[config.mk]
export PLATFORM = sky130hd
export DESIGN_NAME = lot_size_part_counters
export DESIGN_NICKNAME = d
export VERILOG_FILES = /design/src/shared/lot_counter_pkg.sv /design/src/logic/lot_counter_set.sv /design/src/logic/lot_size_part_counters.sv
export SDC_FILE = /design/constraint.sdc
export NUM_CORES = 1
export LEC_CHECK = 0
export ABC_AREA = 1
export BUFFER_PORTS_ARGS = -buffer_cell sky130_fd_sc_hd__buf_2
export CAP_MARGIN = 20
export CORE_UTILIZATION = 57
export CTS_CLUSTER_DIAMETER = 120
export CTS_CLUSTER_SIZE = 14
export DETAILED_ROUTE_END_ITERATION = 8
export PLACE_DENSITY = 0.92
export SLEW_MARGIN = 20
export SYNTH_ARGS = -nofsm -noshare
export SYNTH_HDL_FRONTEND = slang
export SYNTH_HIERARCHICAL = 1
export SYNTH_SLANG_ARGS = --single-unit
[constraint.sdc]
create_clock -name clk -period 2.53 [get_ports clk]
set_clock_uncertainty 0.05 [all_clocks]
set_input_delay 0.1265 -clock clk [delete_from_list [all_inputs] [get_ports clk]]
set_output_delay 0.1265 -clock clk [all_outputs]
set_load 0.1 [all_outputs]
[src/shared/lot_counter_pkg.sv]
// Constants and types shared by the lot size part counter files
package lot_counter_pkg;
  localparam int COUNT_W = 24;
  localparam logic [COUNT_W-1:0] COUNT_RESET = 24'h000000;
  localparam logic [COUNT_W-1:0] LIMIT_OFF = 24'h000000;
  localparam logic [COUNT_W-1:0] COUNT_ONE = 24'h000001;
  localparam int SET_JOB = 0;
  localparam int SET_SHIFT = 1;
  localparam int NUM_SETS = 2;
  // Bit positions inside a per-set message vector
  localparam int MSG_OK_WARN = 0;
  localparam int MSG_ALL_WARN = 1;
  localparam int MSG_OK_STOP = 2;
  localparam int MSG_ALL_STOP = 3;
  localparam int MSG_W = 4;
  // Job total stop: 1 ends the process, 0 only warns
  localparam logic JOB_ALL_STOP_HALTS = 1'b1;
  typedef enum logic [0:0] {RUN, HALTED} run_state_t;
endpackage

[src/logic/lot_counter_set.sv]
// One counter set: OK and total counts, settings shadow and latched messages
`timescale 1ns/1ps
module lot_counter_set #(
  parameter int WIDTH = lot_counter_pkg::COUNT_W
) (
  input wire logic clk, // System clock
  input wire logic sys_rst, // Synchronous reset, active high
  input wire logic countEn, // Measurement done, counting allowed
  input wire logic resultOk, // Measurement result is OK
  input wire logic clearCounts, // Operator reset of this set
  input wire logic accept, // Apply pending settings
  input wire logic [WIDTH-1:0] okWarnLimitIn, // Pending OK message limit
  input wire logic [WIDTH-1:0] allWarnLimitIn, // Pending total message limit
  input wire logic [WIDTH-1:0] okStopLimitIn, // Pending OK stop limit
  input wire logic [WIDTH-1:0] allStopLimitIn, // Pending total stop limit
  input wire logic showOkIn, // Pending show-OK flag
  input wire logic showAllIn, // Pending show-total flag
  output logic [WIDTH-1:0] okCount, // OK part count
  output logic [WIDTH-1:0] allCount, // Total part count
  output logic showOk, // Applied show-OK flag
  output logic showAll, // Applied show-total flag
  output logic [lot_counter_pkg::MSG_W-1:0] msg // Latched messages
);
  logic [WIDTH-1:0] okWarnLimit_reg, allWarnLimit_reg, okStopLimit_reg, allStopLimit_reg;
  logic [WIDTH-1:0] okCount_next, allCount_next;
  logic [lot_counter_pkg::MSG_W-1:0] hit;

  // ****************************************
  // Settings
  // ****************************************
  // Applied on accept
  always_ff @(posedge clk) begin
    if (sys_rst) begin
      okWarnLimit_reg <= WIDTH'(lot_counter_pkg::LIMIT_OFF);
      allWarnLimit_reg <= WIDTH'(lot_counter_pkg::LIMIT_OFF);
      okStopLimit_reg <= WIDTH'(lot_counter_pkg::LIMIT_OFF);
      allStopLimit_reg <= WIDTH'(lot_counter_pkg::LIMIT_OFF);
      showOk <= 1'b0;
      showAll <= 1'b0;
    end else if (accept) begin
      okWarnLimit_reg <= okWarnLimitIn;
      allWarnLimit_reg <= allWarnLimitIn;
      okStopLimit_reg <= okStopLimitIn;
      allStopLimit_reg <= allStopLimitIn;
      showOk <= showOkIn;
      showAll <= showAllIn;
    end
  end

  // ****************************************
  // Counting
  // ****************************************
  // Total always, OK only on good
  always_comb begin
    okCount_next = okCount;
    allCount_next = allCount;
    if (countEn) begin
      allCount_next = allCount + WIDTH'(lot_counter_pkg::COUNT_ONE);
      if (resultOk) begin
        okCount_next = okCount + WIDTH'(lot_counter_pkg::COUNT_ONE);
      end
    end
  end

  always_ff @(posedge clk) begin
    if (sys_rst || clearCounts) begin
      okCount <= WIDTH'(lot_counter_pkg::COUNT_RESET);
      allCount <= WIDTH'(lot_counter_pkg::COUNT_RESET);
    end else begin
      okCount <= okCount_next;
      allCount <= allCount_next;
    end
  end

  // ****************************************
  // Messages
  // ****************************************
  // Zero limit disables compare; hit on equality as count changes
  always_comb begin
    hit = '0;
    hit[lot_counter_pkg::MSG_OK_WARN] = (okWarnLimit_reg != WIDTH'(lot_counter_pkg::LIMIT_OFF))
      && (okCount_next == okWarnLimit_reg) && (okCount_next != okCount);
    hit[lot_counter_pkg::MSG_ALL_WARN] = (allWarnLimit_reg != WIDTH'(lot_counter_pkg::LIMIT_OFF))
      && (allCount_next == allWarnLimit_reg) && (allCount_next != allCount);
    hit[lot_counter_pkg::MSG_OK_STOP] = (okStopLimit_reg != WIDTH'(lot_counter_pkg::LIMIT_OFF))
      && (okCount_next == okStopLimit_reg) && (okCount_next != okCount);
    hit[lot_counter_pkg::MSG_ALL_STOP] = (allStopLimit_reg != WIDTH'(lot_counter_pkg::LIMIT_OFF))
      && (allCount_next == allStopLimit_reg) && (allCount_next != allCount);
  end

  always_ff @(posedge clk) begin
    if (sys_rst || clearCounts) begin
      msg <= '0;
    end else begin
      msg <= msg | hit;
    end
  end
endmodule // lot_counter_set

[src/logic/lot_size_part_counters.sv]
// Job and shift lot counters with warning and switch-off handling
// Notes on behaviour
// - Job set keeps an OK count and a count of all parts.
// - Shift set keeps its own independent OK and total counts.
// - A set reset clears its OK and total counts together.
// - Each set has show flags for OK and total counts.
// - OK count reaching its message limit latches a yellow warning.
// - Total count reaching its message limit latches a yellow warning.
// - A limit of zero disables its comparison.
// - Reaching a stop limit ends the process and latches a red message.
// - Job OK stop drops ready and reports an error.
// - After stop and set reset, measurements are accepted again.
// - Job total stop: warning only or halt; halt chosen here.
// - Shift OK or total stop shuts the process and issues a message.
// - Zero stop limit never stops nor reports.
// - New limits and show flags apply only on accept.
`timescale 1ns/1ps
module lot_size_part_counters #(
  parameter int WIDTH = lot_counter_pkg::COUNT_W
) (
  input wire logic clk, // System clock, 20 MHz
  input wire logic sys_rst, // Synchronous reset, active high
  input wire logic measDone, // One-cycle pulse per finished measurement
  input wire logic measOk, // Result of that measurement is OK
  input wire logic [1:0] clearSet, // Operator reset per set (0 job, 1 shift)
  input wire logic [1:0] acceptSet, // Apply settings per set
  input wire logic [2*WIDTH-1:0] ok_warn_limit, // Pending OK message limits
  input wire logic [2*WIDTH-1:0] all_parts_warn_limit, // Pending total message limits
  input wire logic [2*WIDTH-1:0] ok_stop_limit, // Pending OK stop limits
  input wire logic [2*WIDTH-1:0] all_parts_stop_limit, // Pending total stop limits
  input wire logic [1:0] showOkIn, // Pending show-OK flags
  input wire logic [1:0] showAllIn, // Pending show-total flags
  output logic [2*WIDTH-1:0] okCount, // OK counts per set
  output logic [2*WIDTH-1:0] allCount, // Total counts per set
  output logic [1:0] showOk, // Applied show-OK flags
  output logic [1:0] showAll, // Applied show-total flags
  output logic [1:0] yellowMsg, // Latched warning per set
  output logic [1:0] redMsg, // Latched stop message per set
  output logic errorOut, // Job OK stop error
  output logic ready // Process may run
);
  logic [2*lot_counter_pkg::MSG_W-1:0] msgs;
  logic [1:0] halt;
  lot_counter_pkg::run_state_t state_reg, state_next;

  // ****************************************
  // Counter sets
  // ****************************************
  // One independent set per job and shift
  for (genvar s = 0; s < lot_counter_pkg::NUM_SETS; s++) begin : g_set
    logic [lot_counter_pkg::MSG_W-1:0] m;
    lot_counter_set #(.WIDTH(WIDTH)) u_set (
      .clk(clk),
      .sys_rst(sys_rst),
      // Counting only while the process runs
      .countEn(measDone && state_reg == lot_counter_pkg::RUN),
      .resultOk(measOk),
      .clearCounts(clearSet[s]),
      .accept(acceptSet[s]),
      .okWarnLimitIn(ok_warn_limit[s*WIDTH +: WIDTH]),
      .allWarnLimitIn(all_parts_warn_limit[s*WIDTH +: WIDTH]),
      .okStopLimitIn(ok_stop_limit[s*WIDTH +: WIDTH]),
      .allStopLimitIn(all_parts_stop_limit[s*WIDTH +: WIDTH]),
      .showOkIn(showOkIn[s]),
      .showAllIn(showAllIn[s]),
      .okCount(okCount[s*WIDTH +: WIDTH]),
      .allCount(allCount[s*WIDTH +: WIDTH]),
      .showOk(showOk[s]),
      .showAll(showAll[s]),
      .msg(m)
    );
    assign msgs[s*lot_counter_pkg::MSG_W +: lot_counter_pkg::MSG_W] = m;
    assign yellowMsg[s] = m[lot_counter_pkg::MSG_OK_WARN] | m[lot_counter_pkg::MSG_ALL_WARN];
    assign redMsg[s] = m[lot_counter_pkg::MSG_OK_STOP] | m[lot_counter_pkg::MSG_ALL_STOP];
  end

  // ****************************************
  // Halt control
  // ****************************************
  // Job total stop halts; package switch makes it warn only
  assign halt[lot_counter_pkg::SET_JOB] =
    msgs[lot_counter_pkg::SET_JOB*lot_counter_pkg::MSG_W + lot_counter_pkg::MSG_OK_STOP]
    | (lot_counter_pkg::JOB_ALL_STOP_HALTS
       & msgs[lot_counter_pkg::SET_JOB*lot_counter_pkg::MSG_W + lot_counter_pkg::MSG_ALL_STOP]);
  assign halt[lot_counter_pkg::SET_SHIFT] = redMsg[lot_counter_pkg::SET_SHIFT];

  assign errorOut = msgs[lot_counter_pkg::SET_JOB*lot_counter_pkg::MSG_W + lot_counter_pkg::MSG_OK_STOP];

  // Halt while any stop latched; set reset clears it
  always_comb begin
    case (state_reg)
      lot_counter_pkg::RUN: state_next = (|halt) ? lot_counter_pkg::HALTED : lot_counter_pkg::RUN;
      lot_counter_pkg::HALTED: state_next = (|halt) ? lot_counter_pkg::HALTED : lot_counter_pkg::RUN;
      default: state_next = lot_counter_pkg::RUN;
    endcase
  end

  always_ff @(posedge clk) begin
    if (sys_rst) begin
      state_reg <= lot_counter_pkg::RUN;
    end else begin
      state_reg <= state_next;
    end
  end

  assign ready = (state_reg == lot_counter_pkg::RUN);
endmodule // lot_size_part_counters

==> flow_summary.rst, run 1 <==
.. list-table::
   :header-rows: 1

   * - Metric
     - Value
   * - Routed vias
     - 20840
   * - TritonCTS clock tree
     - done
   * - Final core occ
     - 74.62%
   * - Relative contribution of the clock network to total power
     - 34.1%
   * - Seq pwr share
     - 49.5%
   * - Slack of the worst reg-to-reg path
     - 0.14 ns
   * - Number of maximum-capacitance constraint violations
     - 0
   * - Routed wire length
     - 65130 um
   * - Vias per std cell
     - 5.804
   * - Footprint of the multi-input gates
     - 0.009363 sq mm
   * - Peak supply drop
     - 0.5780 mV
   * - Post-synthesis to final-layout area growth
     - 28.01%
   * - Yosys top cell by area
     - sky130_fd_sc_hd__dfxtp_1
   * - Achievable frequency
     - 417.6 MHz
   * - Power density over cell area
     - 481.8 mW/mm^2
   * - Switching power
     - 0.002989 W
   * - Proportion of layout cells with a drive suffix above 1
     - 14.99%
   * - CP max FO
     - 6
   * - Setup Slack @ Placement
     - 0.1347 ns
   * - Global-route usage over all layers
     - 41.40%
   * - Avg Cell Area, Syn
     - 6.208 sq um
   * - Synthesized netlist cell count
     - 2717
   * - Critical path data arrival time
     - 2.81 ns
   * - DRC marker count from the first detailed-route iteration
     - 2408
   * - Wire length of the first global-routing pass
     - 100900 um
   * - First-pass iteration count of the detailed router
     - 7
   * - Smallest setup slack after layout
     - 0.1351 ns
   * - Sequential cell area fraction in the yosys report
     - 35.72%
   * - Die boundary height
     - 174.0 um
   * - DRC
     - 0
   * - Worst Setup End Kind
     - flip-flop
   * - Number of max-slew violations in the final report
     - 0
   * - Horizontal extent of the die
     - 174.0 um
   * - Worst reg2reg path startpoint
     - g_set[0].u_set/allCount[5]
   * - Initial standard-cell utilization of the core
     - 58.29%
   * - Net Count, Synth
     - 2925
   * - Antenna violations before repair
     - 3
   * - Data required time of the worst path
     - 2.95 ns
   * - Startpoint type of the worst setup path
     - flip-flop
   * - P_int
     - 0.007414 W
   * - Unrepaired setup endpoints after global routing
     - false
   * - Later-pin clock latency in the skew report
     - 0.56 ns
   * - Outcome
     - completed
   * - Clock tree sinks
     - 301
   * - Final period demand of the worst path
     - 2.395 ns
   * - CTS max path bufs
     - 3
   * - Setup_tns
     - 0 ns
   * - Min-delay src
     - measOk
   * - Number of inserted filler cells in the final layout
     - 2245
   * - Maximum number of pins on one net before global-route repair
     - 86
   * - Routability cong.
     - 1.023
   * - Min-Delay Endpoint
     - g_set[1].u_set/okCount[0]
   * - IO buf count
     - 309
   * - Min-Delay Path Depth
     - 4
   * - H-tree levels
     - 1
   * - Top-area cell type share of the netlist area
     - 35.72%
   * - Flip-flop and latch count after synthesis
     - 301
   * - Average wire per cell in the routed design
     - 18.14 um
   * - Asr flop ratio synth
     - 0%
   * - Endpoint of the lowest-slack register-to-register path
     - g_set[0].u_set/msg[3]
   * - Number of global-route vias before repair
     - 19640
   * - Leakage power of the design
     - 9.842 nW
   * - Clk pin slew, worst setup/hold paths
     - 0.07 ns
   * - Net Sw Frac
     - 28.73%
   * - Number of nets at the end of the flow
     - 3411
   * - Root buf cell
     - sky130_fd_sc_hd__clkbuf_16
   * - TritonCTS buffer count
     - 25
   * - Worst Tran Pin Value
     - 0.7409 ns
   * - Cell Area, Synth
     - 0.01687 sq mm
   * - Floorplan Core Area
     - 0.02894 sq mm
   * - Row Count
     - 62
   * - Total die area
     - 0.03028 sq mm
   * - Overall power consumption
     - 0.01040 W
   * - I/O pin count
     - 310
   * - Total half-perimeter wirelength after legalization and detailed placement
     - 44860 um
   * - Flip-flop cell with the highest count after synthesis
     - sky130_fd_sc_hd__dfxtp_1
   * - Warning count from the yosys run
     - 6
   * - Cell types occupying the most area after synthesis
     - sky130_fd_sc_hd__dfxtp_1 36%, sky130_fd_sc_hd__nand2_1 15%, sky130_fd_sc_hd__nand3_1 9.6%
   * - Worst Hold Class
     - in -> reg
   * - Number of hold violations in the final report
     - 0
   * - Crit share post-route
     - 94.66%
   * - Classification of the worst setup path
     - reg -> reg
   * - Rel. slew slack
     - 50.60%
   * - Post-route ant nets
     - 0
   * - Share of power burned in combinational logic
     - 16.4%
   * - R2r worst-path depth
     - 12
   * - Number of enable flip-flop cells after synthesis
     - 0
   * - Number of distinct library cells after synthesis
     - 42
   * - Global-route congestion overflow total
     - 0
   * - Number of setup violations in the final report
     - 0
   * - Register area
     - 0.006046 sq mm
through the flow:
step | hold WS (ns) | cells | cell area (sq um)
final | 0.01538 | 3590 | 21590
after detailed placement | 0.3012 | 3363 | 18920
after CTS | 0.01187 | 3587 | 21540
after floorplan | 0.1456 | 2717 | 16890
after global placement | 0.2980 | 3363 | 18920
after global routing | 0.05132 | 3590 | 21590
critical path: stages (launching register included):
cell,delay [ns]
sky130_fd_sc_hd__dfxtp_1,0.47
sky130_fd_sc_hd__nand2_1,0.11
sky130_fd_sc_hd__nor2_1,0.27
sky130_fd_sc_hd__nand3_1,0.23
sky130_fd_sc_hd__clkinv_1,0.22
sky130_fd_sc_hd__nand4_1,0.20
sky130_fd_sc_hd__nand3_1,0.14
sky130_fd_sc_hd__nand2_1,0.08
sky130_fd_sc_hd__nor2_1,0.18
sky130_fd_sc_hd__nand2_1,0.08
sky130_fd_sc_hd__nor2_1,0.10
sky130_fd_sc_hd__nand2_1,0.07
sky130_fd_sc_hd__a21oi_2,0.12
timing repair:
action / in CTS / in global routing
hold buffers: 197 / 0
setup buffers: 0 / 0
setup endpoints to repair: 0 / 8
endpoints found under the hold margin: 197 / 0
resized for setup: 0 / 14
routing by layer:
metal	share of wire (%)	vias to the layer above	global-route usage, %
li1	-	9725	-
met1	37	9367	49.16
met2	46	1432	70.85
met3	11	309	8.136
met4	5.8	2	21.20
met5	0.020	-	0
kinds of logic after synthesis:
group / synth area share [%]
fa+ha+maj: 0.2967
simple gates: 39.95
compound gates: 13.97
flops: 35.72
buf+inv: 9.079
xor+xnor: 0.9866
cells in the final DEF, fill, tap and decap left out, drive strengths merged, types with 3 or more instances in the layout:
cell type      n
nand2        710
nor2         397
buf          338
nand3        328
inv          323
dfxtp        301
a21oi        241
o21ai        217
dlygate4sd3  197
nand4         33
nand3b        32
clkbuf        25
xor2          19
nor3          19
or2            6
and2           4
ha             4
diode          3
clkinv         3
synthesized netlist by cell type (4+ instances only):
master                     count
sky130_fd_sc_hd__o21ai_0     206
sky130_fd_sc_hd__a21oi_1     239
sky130_fd_sc_hd__ha_1          4
sky130_fd_sc_hd__inv_2         5
sky130_fd_sc_hd__nand3_1     324
sky130_fd_sc_hd__nand2_1     680
sky130_fd_sc_hd__nand2_4       6
sky130_fd_sc_hd__nor2_4       15
sky130_fd_sc_hd__xor2_1       19
sky130_fd_sc_hd__nor2_2       15
sky130_fd_sc_hd__dfxtp_1     301
sky130_fd_sc_hd__o21ai_1       7
sky130_fd_sc_hd__clkbuf_1     70
sky130_fd_sc_hd__nand3b_1     31
sky130_fd_sc_hd__nor2_1      365
sky130_fd_sc_hd__nand4_1      33
sky130_fd_sc_hd__o21ai_2       4
sky130_fd_sc_hd__nand2_2      24
sky130_fd_sc_hd__inv_1       314
sky130_fd_sc_hd__nor3_1       18
final cells by class:
class | instances | area share, %
Sequential cell | 301 | 28.00
Antenna cell | 3 | 0.03477
Clock inverter | 2 | 0.08113
Timing Repair Buffer | 535 | 17.73
Clock buffer | 25 | 2.897
Inverter | 324 | 5.673
Multi-Input combinational cell | 2016 | 43.36
Tap cell | 384 | 2.225
power groups by stage:
stage / clock [W] / combinational [W] / sequential, W
after floorplan: 0 / 0.000828 / 0.00524
after global placement: 0 / 0.00134 / 0.00524
after detailed placement: 0 / 0.00137 / 0.00524
after CTS: 0.00355 / 0.00161 / 0.00514
after global routing: 0.00373 / 0.00185 / 0.00517
final: 0.00354 / 0.00171 / 0.00515
worst max path at each step:
stage                               start                     to  slack, ns  cells past startpoint
3_5_place_dp   g_set[0].u_set/allCount[0]  g_set[0].u_set/msg[3]       0.13                     15
4_1_cts        g_set[0].u_set/allCount[0]  g_set[0].u_set/msg[3]       0.12                     15
2_1_floorplan   g_set[0].u_set/okCount[3]  g_set[0].u_set/msg[0]       0.02                     11
5_1_grt        g_set[0].u_set/allCount[5]  g_set[0].u_set/msg[1]      0.002                     14
3_3_place_gp   g_set[0].u_set/allCount[0]  g_set[0].u_set/msg[3]       0.22                     15
6_report       g_set[0].u_set/allCount[5]  g_set[0].u_set/msg[3]       0.14                     12
Note: power is estimated with default switching activity, not from simulation.
==> run 2, diff against run 1 <==
--- a/config.mk
+++ b/config.mk
@@ -12,9 +12,8 @@
 export CTS_CLUSTER_DIAMETER = 120
 export CTS_CLUSTER_SIZE = 14
 export DETAILED_ROUTE_END_ITERATION = 8
-export PLACE_DENSITY = 0.92
+export PLACE_DENSITY = 0.93
 export SLEW_MARGIN = 20
 export SYNTH_ARGS = -nofsm -noshare
 export SYNTH_HDL_FRONTEND = slang
-export SYNTH_HIERARCHICAL = 1
 export SYNTH_SLANG_ARGS = --single-unit
==> flow_summary.rst, run 2 <==
.. list-table::
   :header-rows: 1

   * - Metric
     - Value
   * - Total die area
     - 0.03013 sq mm
   * - Crit share post-route
     - 93.45%
   * - H-tree levels
     - 1
   * - Multiplexer share of the synthesized area
     - 0%
   * - Average wire per cell in the routed design
     - 17.90 um
   * - Routed wire length
     - 64810 um
   * - Classification of the worst setup path
     - reg -> reg
   * - Number of maximum-capacitance constraint violations
     - 0
   * - Later-pin clock latency in the skew report
     - 0.55 ns
   * - First-pass iteration count of the detailed router
     - 7
   * - Library cell with the highest instance count after synthesis
     - sky130_fd_sc_hd__nand2_1
   * - Critical path data arrival time
     - 2.80 ns
   * - CTS max path bufs
     - 3
   * - Most frequent standard cell in the layout excluding fill and tap cells
     - sky130_fd_sc_hd__nand2_1
   * - TritonCTS clock tree
     - done
   * - Number of enable flip-flop cells after synthesis
     - 0
   * - Startpoint type of the worst setup path
     - flip-flop
   * - Rel. slew slack
     - 61.07%
   * - Data required time of the worst path
     - 2.96 ns
   * - Commonest cells after routing, fill and taps aside
     - 745 x sky130_fd_sc_hd__nand2_1, 347 x sky130_fd_sc_hd__nor2_1, 341 x sky130_fd_sc_hd__inv_1
   * - Depth of the critical timing path with buffers and inverters included
     - 13
   * - Net Count, Synth
     - 2948
   * - Min-Delay Path Depth
     - 3
   * - Crit-path max cell delay
     - 0.36 ns
   * - Family with the most delay on the worst path
     - simple AND/OR/NAND/NOR gates
   * - Synthesized-area fraction occupied by and/or/nand/nor cells
     - 38.56%
   * - Flip-flop and latch count after synthesis
     - 301
   * - Global route hottest layer
     - met2
   * - Number of max-slew violations in the final report
     - 0
   * - Leakage power of the design
     - 9.994 nW
   * - Antenna violations before repair
     - 4
   * - Cell types occupying the most area after synthesis
     - sky130_fd_sc_hd__dfxtp_1 36%, sky130_fd_sc_hd__nand2_1 17%, sky130_fd_sc_hd__nand3_1 9.9%
   * - Die boundary height
     - 173.6 um
   * - Number of global-route vias before repair
     - 19740
   * - Endpoint of the lowest-slack register-to-register path
     - g_set[1].u_set.msg[2]
   * - Dominant combinational cell family by area after synthesis
     - simple AND/OR/NAND/NOR gates
   * - Post-synthesis to final-layout area growth
     - 28.83%
   * - Achievable frequency
     - 423.0 MHz
   * - Number of setup violations in the final report
     - 0
   * - Worst Hold Class
     - in -> reg
   * - Slack of the worst reg-to-reg path
     - 0.17 ns
   * - Global-route congestion overflow total
     - 0
   * - Min-delay src
     - clearSet[0]
   * - Met3 track demand over resource
     - 7.675%
   * - Slowest CP cell
     - sky130_fd_sc_hd__dfxtp_1
   * - TritonCTS buffer count
     - 25
   * - Total half-perimeter wirelength after legalization and detailed placement
     - 44030 um
   * - Overall power consumption
     - 0.01045 W
   * - Worst reg2reg path startpoint
     - state_reg
   * - Final period demand of the worst path
     - 2.364 ns
   * - Maximum number of pins on one net before global-route repair
     - 96
   * - Outcome
     - completed
   * - Avg Cell Area, Syn
     - 6.124 sq um
   * - Worst Setup End Kind
     - flip-flop
   * - Routability cong.
     - 1.026
   * - Routed vias
     - 20870
   * - Synthesized netlist cell count
     - 2740
   * - Area share of fa/ha/maj cells after synthesis
     - 0.2982%
   * - Post-route ant nets
     - 0
   * - IO buf count
     - 309
   * - Row Count
     - 62
   * - Number of hold violations in the final report
     - 0
   * - Clk pin slew, worst setup/hold paths
     - 0.07 ns
   * - Floorplan Core Area
     - 0.02886 sq mm
   * - DRC
     - 0
   * - Clock tree sinks
     - 301
   * - Placed cell count
     - 3382
   * - DRC marker count from the first detailed-route iteration
     - 2385
   * - Peak supply drop
     - 0.4188 mV
   * - Top cell by count, worst path
     - sky130_fd_sc_hd__nor2_1
   * - Worst Hold Slack
     - 0.05270 ns
   * - Number of distinct library cells after synthesis
     - 35
   * - Global-route usage over all layers
     - 41.53%
   * - Sequential cell area fraction in the yosys report
     - 35.91%
   * - Synth Area in XOR/XNOR
     - 1.290%
   * - Worst Tran Pin Value
     - 0.5840 ns
   * - Min-Delay Endpoint
     - g_set[0].u_set.allCount[11]
   * - R2r worst-path depth
     - 13
   * - Post-Layout Cell Count
     - 3620
   * - Top-area cell type share of the netlist area
     - 35.91%
   * - Met1 track demand over resource
     - 49.76%
   * - CP max FO
     - 10
   * - Warning count from the yosys run
     - 0
   * - Setup_tns
     - 0 ns
   * - I/O pin count
     - 310
   * - Cell Area, Synth
     - 0.01678 sq mm
   * - Asr flop ratio synth
     - 0%
   * - Post-layout instance area
     - 0.02162 sq mm
   * - Yosys top cell by area
     - sky130_fd_sc_hd__dfxtp_1
   * - Post-Place Cell Area
     - 0.01885 sq mm
   * - Flip-flop cell with the highest count after synthesis
     - sky130_fd_sc_hd__dfxtp_1
   * - Met2 track utilization from global routing
     - 70.87%
   * - Root buf cell
     - sky130_fd_sc_hd__clkbuf_16
   * - Most instantiated cells after synthesis
     - 745 x sky130_fd_sc_hd__nand2_1, 354 x sky130_fd_sc_hd__nor2_1, 344 x sky130_fd_sc_hd__inv_1
   * - Bufs and invs on worst path
     - 1
   * - Horizontal extent of the die
     - 173.6 um
   * - Initial standard-cell utilization of the core
     - 58.15%
   * - Vias per std cell
     - 5.766
   * - Proportion of layout cells with a drive suffix above 1
     - 13.74%
   * - Wire length of the first global-routing pass
     - 100900 um
   * - Critical path cell sequence
     - inv_4 > nand3_4 > nor2_4 > nand3_1 > nor2_1 > nand2_1 > nand2_1 > nor2_1 > nor2_1 > nand2_1 > nor2_1 > nand3_1 > a21oi_1
   * - Number of nets at the end of the flow
     - 3441
   * - Power density over cell area
     - 483.5 mW/mm^2
   * - Area fraction in compound gates after synthesis
     - 13.84%
-- run 2: cell count changes after synthesis, moves of 10 or more --
cell | previous run | this run
sky130_fd_sc_hd__inv_1 | 314 | 344
sky130_fd_sc_hd__buf_4 | 1 | 11
sky130_fd_sc_hd__xor2_1 | 19 | 7
sky130_fd_sc_hd__nand2_2 | 24 | 2
sky130_fd_sc_hd__nand2_1 | 680 | 745
sky130_fd_sc_hd__nor3_1 | 18 | 7
sky130_fd_sc_hd__nor2_1 | 365 | 354
-- run 2: kinds of logic (layout without fill, tap and decap cells) --
logic type      Yosys count  in the layout
flops                   301            301
buf+inv                 437            929
xor+xnor                 15             15
other cells               0              4
fa+ha+maj                 4              4
simple gates           1524           1524
compound gates          459            459
-- run 2: how the worst max path moves through the flow --
stage | startpoint | endpoint | slack, ns
2_1_floorplan | g_set[0].u_set.allCount[7] | g_set[0].u_set.msg[3] | 0.004
3_3_place_gp | g_set[1].u_set.allCount[0] | g_set[1].u_set.msg[3] | 0.13
3_5_place_dp | g_set[1].u_set.allCount[0] | g_set[1].u_set.msg[3] | 0.12
4_1_cts | g_set[1].u_set.allCount[0] | g_set[1].u_set.msg[3] | 0.1
5_1_grt | state_reg | g_set[1].u_set.msg[3] | -0.05
6_report | state_reg | g_set[1].u_set.msg[2] | 0.17
-- run 2: cell type report --
| class | instances | area (sq um) |
|---|---|---|
| multi-input cells | 2002 | 9106 |
| fillers | 2243 | 7238 |
| flip-flops and latches | 301 | 6047 |
| repair buffers | 556 | 4029 |
| inverters | 347 | 1313 |
| clock buffers | 25 | 625.6 |
| well taps | 384 | 480.5 |
| diodes | 4 | 10.01 |
| clock inverters | 1 | 8.758 |
-- run 2: per-layer routing --
layer	vias up	wire length [um]
met4	0	3791
met1	9430	24420
met2	1347	30070
met3	319	6522
li1	9776	-
met5	-	0
-- run 2: power breakdown --
part	internal [W]	switching, W
combinational	0.000721	0.00104
clock	0.00175	0.00182
sequential	0.00496	0.000167
total	0.00743	0.00302
-- run 2: through the flow --
stage               util [%]  setup WS, ns
floorplan                  -      0.003560
global placement       65.33        0.1337
detailed placement     65.33        0.1197
CTS                    74.50       0.09982
global route           74.92      -0.04879
finish                 74.92        0.1657
-- run 2: worst min-delay path, cell delays in order --
cell and delay [ns]:
sky130_fd_sc_hd__buf_2 0.08, sky130_fd_sc_hd__or2_2 0.32, sky130_fd_sc_hd__a21oi_1 0.07
-- run 2: repair_timing --
item                       in CTS  in global routing
buffers inserted                0                  7
hold endpoints to repair      198                  0
setup endpoints to repair       0                  6
gates resized for setup         0                 13
hold buffers                  201                  0
